### src/pso_cfg.svh
`ifndef PSO_CFG_SVH
`define PSO_CFG_SVH

// ****************************************
// Register offsets
// ****************************************
`define PSO_OFS_STATUS 8'h00
`define PSO_OFS_IOCON 8'h04
`define PSO_OFS_SNAP 8'h08
`define PSO_OFS_CTRL 8'h0c
`define PSO_OFS_DATA 8'h10
`define PSO_OFS_ACTIVE 8'h14

// ****************************************
// Status fields
// ****************************************
`define PSO_ST_EVT 15:12
`define PSO_ST_LIVE 11:8
`define PSO_ST_SW_TRIGGER_SET 7
`define PSO_ST_SW_TRIGGER_CLEAR 6
`define PSO_ST_CAP 5
`define PSO_ST_PEND 4
`define PSO_ST_RELOAD_REQUEST_STROBE 3
`define PSO_ST_STEER 2
`define PSO_ST_HALF 1
`define PSO_ST_RUN 0

// ****************************************
// Output control fields
// ****************************************
`define PSO_IO_ILIM_INV 15
`define PSO_IO_SWAP 14
`define PSO_IO_OVR_EN 13:12
`define PSO_IO_OVR_LV 11:10
`define PSO_IO_FTS 9:8
`define PSO_IO_FAULT_LV 7:6
`define PSO_IO_ILIM_LV 5:4
`define PSO_IO_FF_LV 3:2
`define PSO_IO_HALT_LV 1:0

// ****************************************
// Control fields and reset values
// ****************************************
`define PSO_CT_EN 0
`define PSO_CT_RMODE 3:1
`define PSO_CT_PP 4
`define PSO_CT_CA 5
`define PSO_IOCON_RST 16'h0000
`define PSO_CTRL_RST 6'h00

`endif

### src/pso_pkg.sv
package pso_pkg;

  typedef enum logic [1:0] {
    PSO_FT_SOC = 2'b00,
    PSO_FT_IMM = 2'b01,
    PSO_FT_RELOAD = 2'b10,
    PSO_FT_RSVD = 2'b11
  } pso_force_timing_e;

  typedef enum logic [2:0] {
    PSO_RM_SOC = 3'b000,
    PSO_RM_IMM = 3'b001,
    PSO_RM_SLV_SOC = 3'b010,
    PSO_RM_SLV_IMM = 3'b011
  } pso_reload_mode_e;

endpackage

### src/pso_out_mux.sv
`timescale 1ns/1ps
`default_nettype none

module pso_out_mux (
  input wire logic gen_h,
  input wire logic gen_l,
  input wire logic fault,
  input wire logic ilimit,
  input wire logic feedfwd,
  input wire logic halt,
  input wire logic ilim_inv,
  input wire logic swap,
  input wire logic [1:0] fault_lv,
  input wire logic [1:0] ilim_lv,
  input wire logic [1:0] ff_lv,
  input wire logic [1:0] halt_lv,
  input wire logic [1:0] ovr_en,
  input wire logic [1:0] ovr_lv,
  output logic pin_h,
  output logic pin_l
);

  // ****************************************
  // Substitution in priority order
  // ****************************************
  wire logic [1:0] gen_pair;
  wire logic [1:0] user_pair;
  wire logic [1:0] ilim_pair;
  wire logic [1:0] sel_pair;

  assign gen_pair = {gen_h, gen_l};
  assign user_pair = {ovr_en[1] ? ovr_lv[1] : gen_h,
                      ovr_en[0] ? ovr_lv[0] : gen_l};
  assign ilim_pair = ilim_inv ? ~gen_pair : ilim_lv;
  assign sel_pair = fault ? fault_lv :
                    ilimit ? ilim_pair :
                    feedfwd ? ff_lv :
                    halt ? halt_lv :
                    user_pair;

  // Swap follows the selection
  assign pin_h = swap ? sel_pair[0] : sel_pair[1];
  assign pin_l = swap ? sel_pair[1] : sel_pair[0];

endmodule

`default_nettype wire

### src/pso_status_override.sv
`timescale 1ns/1ps
`default_nettype none
`include "pso_cfg.svh"

// Summary of operation
// Sync and fault flags set on edge/enable
// Ilimit and feedfwd flags set likewise
// Four live input bits readable
// Trigger-set write starts cycle, reads zero
// Trigger-clear write without trigger-set stops cycle, reads zero
// Capture request snapshots time base, sets flag
// No further capture until flag cleared
// Pending update blocks user data writes
// Reload strobe sets pending, reads zero
// Push-pull steering bit reported
// Centre-aligned half bit reported
// Running flag shows cycle in progress
// Ilimit invert mode flips both outputs
// Swap exchanges high and low pins
// Per-pin user force levels
// Force timing: cycle start, immediate, reload
// Fault drives fault levels
// Ilimit drives ilimit levels when not inverting
// Feedfwd drives feedfwd levels
// Debug halt drives halt levels
// Default mode reloads at cycle start
// Immediate mode reloads at once
// Priority fault, ilimit, feedfwd, halt, user; swap last
// Status writes never set event flags
module pso_status_override #(
  parameter int DATA_W = 16,
  parameter int TB_W = 16
) (
  input wire logic pclk,
  input wire logic presetn,
  input wire logic pce,
  input wire logic psel,
  input wire logic penable,
  input wire logic pwrite,
  input wire logic [7:0] paddr,
  input wire logic [31:0] pwdata,
  output logic [31:0] prdata,
  output logic pready,
  output logic pslverr,
  input wire logic sync_pin,
  input wire logic fault_pin,
  input wire logic ilimit_pin,
  input wire logic feedfwd_pin,
  input wire logic halt_pin,
  input wire logic [TB_W-1:0] timebase,
  input wire logic soc_pulse,
  input wire logic cycle_end,
  input wire logic steer_in,
  input wire logic half_in,
  input wire logic pwm_h_gen,
  input wire logic pwm_l_gen,
  output logic high_side_output,
  output logic low_side_output,
  output logic trigger_start,
  output logic trigger_stop,
  output logic reload_strobe,
  output logic [DATA_W-1:0] active_data
);

  // ****************************************
  // Pin synchronisers
  // ****************************************
  // Order: sync, fault, ilimit, feedfwd
  logic [3:0] pci_meta, pci_sync, pci_prev;
  logic halt_meta, halt_sync;
  always_ff @(posedge pclk or negedge presetn)
  begin
    if (!presetn)
    begin
      pci_meta <= 4'h0;
      pci_sync <= 4'h0;
      pci_prev <= 4'h0;
      halt_meta <= 1'b0;
      halt_sync <= 1'b0;
    end
    else if (pce)
    begin
      pci_meta <= {sync_pin, fault_pin, ilimit_pin, feedfwd_pin};
      pci_sync <= pci_meta;
      pci_prev <= pci_sync;
      halt_meta <= halt_pin;
      halt_sync <= halt_meta;
    end
  end

  // ****************************************
  // State
  // ****************************************
  logic [3:0] evt_flag;
  logic cap_flag, pending, running, en_prev;
  logic [15:0] iocon;
  logic [5:0] ctrl;
  logic [TB_W-1:0] snapshot;
  logic [DATA_W-1:0] data_buf;
  logic [1:0] ovr_en, ovr_lv;

  // ****************************************
  // Bus decode
  // ****************************************
  wire logic acc, wr, mapped, refused;
  wire logic sel_stat, sel_io, sel_snap, sel_ctrl, sel_data, sel_act;
  wire logic wr_stat, wr_io, wr_ctrl, wr_data;
  assign acc = psel & penable & pready;
  assign wr = acc & pwrite;
  assign sel_stat = paddr == `PSO_OFS_STATUS;
  assign sel_io = paddr == `PSO_OFS_IOCON;
  assign sel_snap = paddr == `PSO_OFS_SNAP;
  assign sel_ctrl = paddr == `PSO_OFS_CTRL;
  assign sel_data = paddr == `PSO_OFS_DATA;
  assign sel_act = paddr == `PSO_OFS_ACTIVE;
  assign mapped = sel_stat | sel_io | sel_snap | sel_ctrl | sel_data | sel_act;
  assign wr_stat = wr & sel_stat;
  assign wr_io = wr & sel_io;
  assign wr_ctrl = wr & sel_ctrl;
  assign wr_data = wr & sel_data & ~pending;
  assign refused = pwrite & sel_data & pending;

  // ****************************************
  // Next-state terms
  // ****************************************
  pso_pkg::pso_reload_mode_e rmode;
  pso_pkg::pso_force_timing_e ftime;
  wire logic en_rise, cap_req, cap_clr, trg_set, trg_clr, upd_req, xfer, ovr_apply;
  wire logic next_cap, next_running, next_pending;
  wire logic [3:0] evt_set, evt_clr, next_evt;
  assign rmode = pso_pkg::pso_reload_mode_e'(ctrl[`PSO_CT_RMODE]);
  assign ftime = pso_pkg::pso_force_timing_e'(iocon[`PSO_IO_FTS]);
  assign en_rise = ctrl[`PSO_CT_EN] & ~en_prev;
  // Edge, or already high as the module comes on
  assign evt_set = (pci_sync & ~pci_prev) | (pci_sync & {4{en_rise}});
  assign evt_clr = {4{wr_stat}} & ~pwdata[`PSO_ST_EVT];
  assign next_evt = evt_set | (evt_flag & ~evt_clr);
  assign cap_req = wr_stat & pwdata[`PSO_ST_CAP] & ~cap_flag;
  assign cap_clr = wr_stat & ~pwdata[`PSO_ST_CAP];
  assign next_cap = cap_req | (cap_flag & ~cap_clr);
  assign trg_set = wr_stat & pwdata[`PSO_ST_SW_TRIGGER_SET];
  assign trg_clr = wr_stat & pwdata[`PSO_ST_SW_TRIGGER_CLEAR];
  assign next_running = trg_set | (running & ~trg_clr & ~cycle_end);
  assign upd_req = wr_stat & pwdata[`PSO_ST_RELOAD_REQUEST_STROBE];
  // Slaved modes have no master here; they wait for cycle start
  assign xfer = pending & ((rmode == pso_pkg::PSO_RM_IMM) | soc_pulse);
  assign next_pending = upd_req | (pending & ~xfer);
  assign ovr_apply = (ftime == pso_pkg::PSO_FT_IMM) |
                     ((ftime == pso_pkg::PSO_FT_SOC) & soc_pulse) |
                     ((ftime == pso_pkg::PSO_FT_RELOAD) & xfer);

  // ****************************************
  // Read mux
  // ****************************************
  logic [31:0] rd_data;
  wire logic [15:0] status_word;

  assign status_word = {evt_flag, pci_sync, 2'b00, cap_flag, pending, 1'b0,
                        steer_in & ctrl[`PSO_CT_PP],
                        half_in & ctrl[`PSO_CT_CA],
                        running};
  always_comb
  begin
    rd_data = 32'h0000_0000;
    if (sel_stat)
      rd_data = {16'h0000, status_word};
    else if (sel_io)
      rd_data = {16'h0000, iocon};
    else if (sel_snap)
      rd_data[TB_W-1:0] = snapshot;
    else if (sel_ctrl)
      rd_data = {26'h000_0000, ctrl};
    else if (sel_data)
      rd_data[DATA_W-1:0] = data_buf;
    else if (sel_act)
      rd_data[DATA_W-1:0] = active_data;
  end

  // ****************************************
  // Bus answer
  // ****************************************
  always_ff @(posedge pclk or negedge presetn)
  begin
    if (!presetn)
    begin
      pready <= 1'b0;
      prdata <= 32'h0000_0000;
      pslverr <= 1'b0;
    end
    else if (pce)
    begin
      pready <= psel & ~penable & ~pready;
      if (psel & ~penable)
      begin
        prdata <= pwrite ? 32'h0000_0000 : rd_data;
        pslverr <= ~mapped | refused;
      end
      else if (acc)
      begin
        prdata <= 32'h0000_0000;
        pslverr <= 1'b0;
      end
    end
  end

  // ****************************************
  // Status and control registers
  // ****************************************
  always_ff @(posedge pclk or negedge presetn)
  begin
    if (!presetn)
    begin
      evt_flag <= 4'h0;
      cap_flag <= 1'b0;
      pending <= 1'b0;
      running <= 1'b0;
      en_prev <= 1'b0;
      iocon <= `PSO_IOCON_RST;
      ctrl <= `PSO_CTRL_RST;
      snapshot <= '0;
      data_buf <= '0;
      active_data <= '0;
      ovr_en <= 2'b00;
      ovr_lv <= 2'b00;
    end
    else if (pce)
    begin
      evt_flag <= next_evt;
      cap_flag <= next_cap;
      pending <= next_pending;
      running <= next_running;
      en_prev <= ctrl[`PSO_CT_EN];
      if (wr_io)
        iocon <= pwdata[15:0];
      if (wr_ctrl)
        ctrl <= pwdata[5:0];
      if (cap_req)
        snapshot <= timebase;
      if (wr_data)
        data_buf <= pwdata[DATA_W-1:0];
      if (xfer)
        active_data <= data_buf;
      if (ovr_apply)
      begin
        ovr_en <= iocon[`PSO_IO_OVR_EN];
        ovr_lv <= iocon[`PSO_IO_OVR_LV];
      end
    end
  end

  // ****************************************
  // Output substitution and strobes
  // ****************************************
  wire logic pin_h, pin_l;
  pso_out_mux pso_out_mux_inst (
    .gen_h(pwm_h_gen), .gen_l(pwm_l_gen), .fault(pci_sync[2]), .ilimit(pci_sync[1]),
    .feedfwd(pci_sync[0]), .halt(halt_sync), .ilim_inv(iocon[`PSO_IO_ILIM_INV]),
    .swap(iocon[`PSO_IO_SWAP]), .fault_lv(iocon[`PSO_IO_FAULT_LV]),
    .ilim_lv(iocon[`PSO_IO_ILIM_LV]), .ff_lv(iocon[`PSO_IO_FF_LV]),
    .halt_lv(iocon[`PSO_IO_HALT_LV]), .ovr_en(ovr_en), .ovr_lv(ovr_lv),
    .pin_h(pin_h), .pin_l(pin_l)
  );
  always_ff @(posedge pclk or negedge presetn)
  begin
    if (!presetn)
    begin
      high_side_output <= 1'b0;
      low_side_output <= 1'b0;
      trigger_start <= 1'b0;
      trigger_stop <= 1'b0;
      reload_strobe <= 1'b0;
    end
    else if (pce)
    begin
      high_side_output <= pin_h;
      low_side_output <= pin_l;
      trigger_start <= trg_set;
      trigger_stop <= trg_clr & ~trg_set;
      reload_strobe <= xfer;
    end
  end

  // ****************************************
  // Assertions
  // ****************************************
  property p_sync_edge_sets;
    @(posedge pclk) disable iff (!presetn)
    (pce && pci_sync[3] && !pci_prev[3]) |=> evt_flag[3];
  endproperty
  a_sync_edge_sets: assert property (p_sync_edge_sets)
    else $error("sync edge did not set flag");
  property p_ilim_edge_sets;
    @(posedge pclk) disable iff (!presetn)
    (pce && pci_sync[1] && !pci_prev[1]) |=> evt_flag[1];
  endproperty
  a_ilim_edge_sets: assert property (p_ilim_edge_sets)
    else $error("ilimit edge did not set flag");
  property p_live_read;
    @(posedge pclk) disable iff (!presetn)
    (pce && psel && !penable && !pwrite && sel_stat && !pready)
      |=> prdata[11:8] == $past(pci_sync) && prdata[7:6] == 2'b00 && prdata[3] == 1'b0;
  endproperty
  a_live_read: assert property (p_live_read)
    else $error("live bits or strobe bits wrong on read");
  property p_cycle_running_flag_set;
    @(posedge pclk) disable iff (!presetn)
    (pce && wr_stat && pwdata[`PSO_ST_SW_TRIGGER_SET]) |=> running && trigger_start;
  endproperty
  a_cycle_running_flag_set: assert property (p_cycle_running_flag_set)
    else $error("trigger set did not start cycle");
  property p_cycle_running_flag_clr;
    @(posedge pclk) disable iff (!presetn)
    (pce && wr_stat && pwdata[`PSO_ST_SW_TRIGGER_CLEAR] && !pwdata[`PSO_ST_SW_TRIGGER_SET])
      |=> !running && trigger_stop;
  endproperty
  a_cycle_running_flag_clr: assert property (p_cycle_running_flag_clr)
    else $error("trigger clear did not stop cycle");
  property p_capture;
    @(posedge pclk) disable iff (!presetn)
    (pce && cap_req) |=> cap_flag && snapshot == $past(timebase);
  endproperty
  a_capture: assert property (p_capture)
    else $error("capture did not snapshot time base");
  property p_capture_block;
    @(posedge pclk) disable iff (!presetn)
    (pce && cap_flag && !cap_clr) |=> cap_flag && $stable(snapshot);
  endproperty
  a_capture_block: assert property (p_capture_block)
    else $error("second capture while flag set");
  property p_write_blocked;
    @(posedge pclk) disable iff (!presetn)
    (pce && pending && wr && sel_data) |=> $stable(data_buf);
  endproperty
  a_write_blocked: assert property (p_write_blocked)
    else $error("data written while update pending");
  property p_reload_req;
    @(posedge pclk) disable iff (!presetn)
    (pce && upd_req) |=> pending;
  endproperty
  a_reload_req: assert property (p_reload_req)
    else $error("reload request lost");
  property p_soc_reload;
    @(posedge pclk) disable iff (!presetn)
    (pce && pending && rmode == pso_pkg::PSO_RM_SOC && soc_pulse && !upd_req)
      |=> !pending && active_data == $past(data_buf) && reload_strobe;
  endproperty
  a_soc_reload: assert property (p_soc_reload)
    else $error("cycle-start reload missing");
  property p_fault_level;
    @(posedge pclk) disable iff (!presetn)
    (pce && pci_sync[2] && !iocon[`PSO_IO_SWAP])
      |=> high_side_output == $past(iocon[7]) && low_side_output == $past(iocon[6]);
  endproperty
  a_fault_level: assert property (p_fault_level)
    else $error("fault levels not driven");
  property p_no_sw_set;
    @(posedge pclk) disable iff (!presetn)
    (pce && evt_set == 4'h0) |=> (evt_flag & ~$past(evt_flag)) == 4'h0;
  endproperty
  a_no_sw_set: assert property (p_no_sw_set)
    else $error("event flag set without event");

endmodule

`default_nettype wire

### config.mk
export PLATFORM = sky130hd
export DESIGN_NAME = pso_status_override
export DESIGN_NICKNAME = d
export VERILOG_FILES = /design/src/pso_pkg.sv /design/src/pso_out_mux.sv /design/src/pso_status_override.sv
export VERILOG_INCLUDE_DIRS = /design/src
export SDC_FILE = /design/constraint.sdc
export NUM_CORES = 1
export LEC_CHECK = 0
export ABC_AREA = 1
export BUFFER_PORTS_ARGS = -buffer_cell sky130_fd_sc_hd__buf_2
export CAP_MARGIN = 20
export CORE_ASPECT_RATIO = 0.75
export CORE_MARGIN = 2
export CORE_UTILIZATION = 35
export CTS_CLUSTER_DIAMETER = 200
export CTS_CLUSTER_SIZE = 16
export DETAILED_ROUTE_END_ITERATION = 10
export GPL_ROUTABILITY_DRIVEN = 0
export GPL_TIMING_DRIVEN = 0
export PLACE_DENSITY = 0.63
export SKIP_CTS_REPAIR_TIMING = 1
export SYNTH_ARGS = -nofsm -noshare
export SYNTH_HDL_FRONTEND = slang
export SYNTH_SLANG_ARGS = --single-unit
### constraint.sdc
create_clock -name pclk -period 1.65 [get_ports pclk]
set_input_delay 0.165 -clock pclk [delete_from_list [all_inputs] [get_ports pclk]]
set_output_delay 0.165 -clock pclk [all_outputs]
set_load 0.005 [all_outputs]
; Yosys cells after proc, flatten, opt, wreduce, memory -nomap -nowiden
; Index checks and enable logic that the tools add are counted.
[word_totals]
mem_count = 0
rom_bits = 0
latchBits = 0
out_inout_bits = 55
register_bits = 135
ramBits = 0
[op_classes]
n_mux = 20
magnitude_cmp = 0
div_mod_pow = 0
bitwise_logic = 63
n_mul = 0
add_sub_neg = 0
shifts = 0
reduce_logical = 10
n_eq_ne = 8
[ops]
columns = op, count
row1 = 2-to-1 mux 16 bit, 6
row2 = 2-to-1 mux 32 bit, 3
row3 = AND 1 bit, 29
row4 = AND 4 bit, 4
row5 = == test 8 x 4 -> 1 bit (second input constant), 2
row6 = == test 8 x 5 -> 1 bit (second input constant), 2
row7 = AND reduction 2 bit, 7
row8 = inverter 1 bit, 12
row9 = inverter 4 bit, 3
row10 = OR 1 bit, 12
row11 = 2-to-1 mux 2 bit, 5
row12 = == test 8 x 3 -> 1 bit (second input constant), 1
row13 = logical NOT 8 bit, 1
row14 = OR 4 bit, 2
row15 = 2-to-1 mux 1 bit, 6
row16 = == test 3 x 1 -> 1 bit (second input constant), 1
row17 = == test 2 x 1 -> 1 bit (second input constant), 1
row18 = == test 2 bit (second input constant), 1
row19 = logical NOT 2 bit, 1
row20 = inverter 2 bit, 1
row21 = nonzero test 2 bit, 1

; Longest topological paths before layout
[depth]
depth_word = 9
mapped_depth = 11
ltp_nobuf = 10

; Cells and area by module
; A second synthesis with hierarchy kept.
[hier_totals]
hier_cells = 746
hier_area_um2 = 5780.5
[modules_own_cells]
columns = mod, cells_per_inst, seq_area_each_um2, area_per_inst_um2, instances
row1 = pso_status_override, 700, 2977.9, 5595.4, 1
row2 = pso_out_mux, 46, 0.0, 185.2, 1

; Least setup slack after synthesis
; OpenSTA, ideal clock, no wires.
[synth_path]
path_type = flip-flop to flip-flop
start = register pready
end = register snapshot[11]
required_time_ns = 1.533
path_stages_with_launch = 9
t_arrival_ns = 1.275
slack_ns = 0.258
path_cell_list = dfrtp_1 nand3_1 nor2_1 nand2_1 nor2_8 nand3_4 buf_6 nand2_1 o21ai_2
[synth_between]
elab_chain_len = 6
[synth_lines]
columns = item, line_no
row1 = from (decl), pso_status_override.sv:43  ; output logic pready,
row2 = from (signal assigned), pso_status_override.sv:192  ; pready <= psel & ~penable & ~pready;
row3 = AND 1 bit, pso_status_override.sv:108  ; assign acc = psel & penable & pready;
row4 = AND 1 bit, pso_status_override.sv:109  ; assign wr = acc & pwrite;
row5 = AND 1 bit, pso_status_override.sv:117  ; assign wr_stat = wr & sel_stat;
row6 = AND 1 bit (2 in series), pso_status_override.sv:138  ; assign cap_req = wr_stat & pwdata[`PSO_ST_CAP] & ~cap_flag;
row7 = AND reduction 2 bit (no source line), n/a
row8 = to (signal assigned), pso_status_override.sv:238  ; snapshot <= timebase;
row9 = to (decl), pso_status_override.sv:98  ; logic [TB_W-1:0] snapshot;
; Every way passes these cells.
; A chain may end at the register's enable or synchronous reset.

; Worst setup path after layout
[layout_path]
start = register pready
end = register data_buf[4]
[layout_between]
elab_chain_len = 5
[layout_lines]
columns = item, line_no
row1 = AND 1 bit, pso_status_override.sv:108
row2 = AND 1 bit, pso_status_override.sv:109
row3 = AND 1 bit (2 in series), pso_status_override.sv:120  ; assign wr_data = wr & sel_data & ~pending;
row4 = AND reduction 2 bit (no source line), n/a
row5 = to (signal assigned), pso_status_override.sv:240  ; data_buf <= pwdata[DATA_W-1:0];
row6 = to (decl), pso_status_override.sv:99  ; logic [DATA_W-1:0] data_buf;
; Every way passes these cells.

==> flow_metrics.env <==
export IMPL_clkLatencyLatePin_ns=0.41
export IMPL_num_vias=5246
export IMPL_drt_initial_drc_count=461
export IMPL_track_usage_pct=20.7
export IMPL_worstReg2RegStart="pready"
export IMPL_drive_gt1_share_pct=25.9
export IMPL_post_drt_wl_per_cell_um=16.3
export IMPL_hpwl_um=13400
export IMPL_layout_commonest_cell="nand2_1"
export IMPL_grt_pass1_wl_um=28100
export IMPL_cts_made_buffers=17
export IMPL_clk_pin_slew_ns=0.05
export IMPL_clock_root_buffer="clkbuf_16"
export IMPL_portBuffers=94
export IMPL_cts_buffer_depth=2
export IMPL_drtPass1Iterations=6
export IMPL_maxSlewHeadroom_pct=53.8
export IMPL_vias_per_cell=4.80
export IMPL_cp_data_required_time_ns=1.94
export IMPL_ios=128
export IMPL_fp_dieH_um=117
export IMPL_syn_to_final_growth_pct=25.8
export IMPL_cts_tree="done"
export IMPL_core_area_um2=16700
export IMPL_syn_mean_instance_area_um2=8.18
export IMPL_seq_area_um2=2980
export IMPL_total_power_mw=7.30
export IMPL_syn_inst=727
export IMPL_worstSetupPathType="reg2reg"
export IMPL_maxCapViolCount=0
export IMPL_chipWidth_um=155
export IMPL_wirelength_um=17900
export IMPL_post_route_min_period_ns=1.52
export IMPL_async_flop_share_pct=100
export IMPL_grt_overflow=0
export IMPL_fin_util_pct=44.7
export IMPL_setup_viol=0
export IMPL_fin_skew_ns=0.0104
export IMPL_tightest_slew_ns=0.693
export IMPL_rows=41
export IMPL_synth_edf_count=0
export IMPL_syn_area_um2=5950
export IMPL_ant_nets=0
export IMPL_drc_errors=0
export IMPL_ys_seq_elements=119
export IMPL_critPathArrivalTime_ns=1.81
export IMPL_ir_drop_mv=0.487
export IMPL_status="finished clean"
export IMPL_p_leak_nw=3.93
export IMPL_synth_warnings=0
export IMPL_p_per_area_nw_per_um2=976
export IMPL_grt_pass1_vias=4889
export IMPL_die_area_um2=18100
export IMPL_final_hold_violation_count=0
export IMPL_synth_ff_type="dfrtp_1"
export IMPL_grt_max_degree=90
export IMPL_multi_input_area_um2=2390
export IMPL_nets=938
export IMPL_cp_startpoint="pready"
export IMPL_h_tree_depth=4
export IMPL_max_freq_mhz=658
export IMPL_critPathCaptureType="flip-flop"
export IMPL_start_util_pct=35.6
export IMPL_antenna_found_initial=0
export IMPL_finalCritPeriodShare_pct=92.1
export IMPL_hp_class="in2reg"
export IMPL_cp_start_kind="flip-flop"
export IMPL_min_delay_start="timebase[3]"
export IMPL_antennaDiodeCount=0
export IMPL_final_cell_mix="nand2_1, dfrtp_1, buf_2"
export IMPL_crit_path_max_fanout=10
export IMPL_n_fill_cell=1709
export IMPL_synth_cell_types=36
export IMPL_clock_sinks=119
export IMPL_drv_slew=0
export IMPL_yosysSeqAreaShare_pct=50.1
export IMPL_setup_tns_final_ns=0
## layout make-up
type                            count  share of cell area [%]
Inverter                           93                    4.82
Clock inverter                      7                    1.20
Tap cell                          215                    3.60
Buffer                             42                    3.88
Clock buffer                       25                    6.89
Sequential cell                   119                    39.8
Multi-Input combinational cell    488                    32.0
Timing Repair Buffer              104                    7.84
## cells in the mapped netlist (3+ instances only)
cell type | number | area [um2]
a21oi_1 | 25 | 125
buf_2 | 10 | 50.1
buf_4 | 18 | 135
buf_6 | 6 | 67.6
clkbuf_1 | 7 | 26.3
dfrtp_1 | 119 | 2980
inv_1 | 83 | 312
inv_2 | 6 | 22.5
inv_4 | 3 | 18.8
mux2_2 | 3 | 33.8
nand2_1 | 220 | 826
nand2_2 | 3 | 18.8
nand3_1 | 32 | 160
nand4_1 | 9 | 56.3
nor2_1 | 51 | 191
nor2_2 | 3 | 18.8
nor2_4 | 4 | 45.0
o211ai_1 | 9 | 67.6
o21ai_0 | 39 | 195
o21ai_1 | 29 | 145
o21ai_2 | 30 | 263
## worst max-delay path, cell delays in order (launching register included)
cell and delay [ns]:
dfrtp_1 0.39, nand3_1 0.15, nor2_2 0.14, nand2_2 0.11
inv_2 0.12, nand3_2 0.14, buf_4 0.23, nand2_1 0.06
o21ai_1 0.06
## registers in the layout, indices dropped and copies added, names as in the netlist, 2 cells and up, named ones only
signal / cells
ovr_lv: 2
pci_meta: 4
snapshot: 16
prdata: 16
pci_sync: 4
evt_flag: 4
active_data: 16
iocon: 16
pci_prev: 4
ctrl: 6
ovr_en: 2
data_buf: 16
## report_power, final
part           switching (mW)  leakage [nW]  internal (mW)  total [mW]
Combinational           0.335          2.04          0.185       0.520
Sequential             0.0381          1.60           2.99        3.03
Clock                    1.30         0.295           2.46        3.76
## worst paths after layout
| path | end | cells past startpoint | slack [ns] |
|---|---|---|---|
| worst max-delay path | data_buf[4] | 8 | 0.13 |
| worst min-delay path | snapshot[3] | 3 | 0.001 |
| worst max register to register | data_buf[4] | 8 | 0.13 |
| worst min register to register | halt_meta | 2 | 0.47 |
| max in group asynchronous | iocon[8] | 3 | 0.70 |
| min in group asynchronous | snapshot[1] | 2 | 0.20 |
## layer usage
layer	track usage (%)	routed length (um)	vias to the layer above
met5	0	0	-
met3	4.71	1570	16
met1	31.8	8950	2452
met4	5.74	188	0
met2	29.0	7170	220
li1	-	-	2558
## kinds of logic (layout without fill, tap and decap cells)
group                  after synthesis  after routing  synth area share, %
AO/OA/AOI/OAI                      136            136                 14.0
buffers and inverters              135            271                 10.8
flip-flops                         119            119                 50.1
multiplexers                         4              4                0.736
other                                1             16               0.0631
AND/OR/NAND/NOR                    332            332                 24.4
## stage by stage
step | area [um2] | worst slack [ns] | hold slack, ns | std cells
global route | 7480 | -0.000699 | 0.00478 | 1093
detailed placement | 6780 | -0.0762 | 0.0652 | 1052
finish | 7480 | 0.130 | 0.00143 | 1093
floorplan | 6000 | 0.258 | -0.131 | 742
global placement | 6740 | -1.16 | 0.369 | 1051
CTS | 7380 | -0.0195 | -0.364 | 1084
No activity file was read; power rests on OpenSTA's default activity.
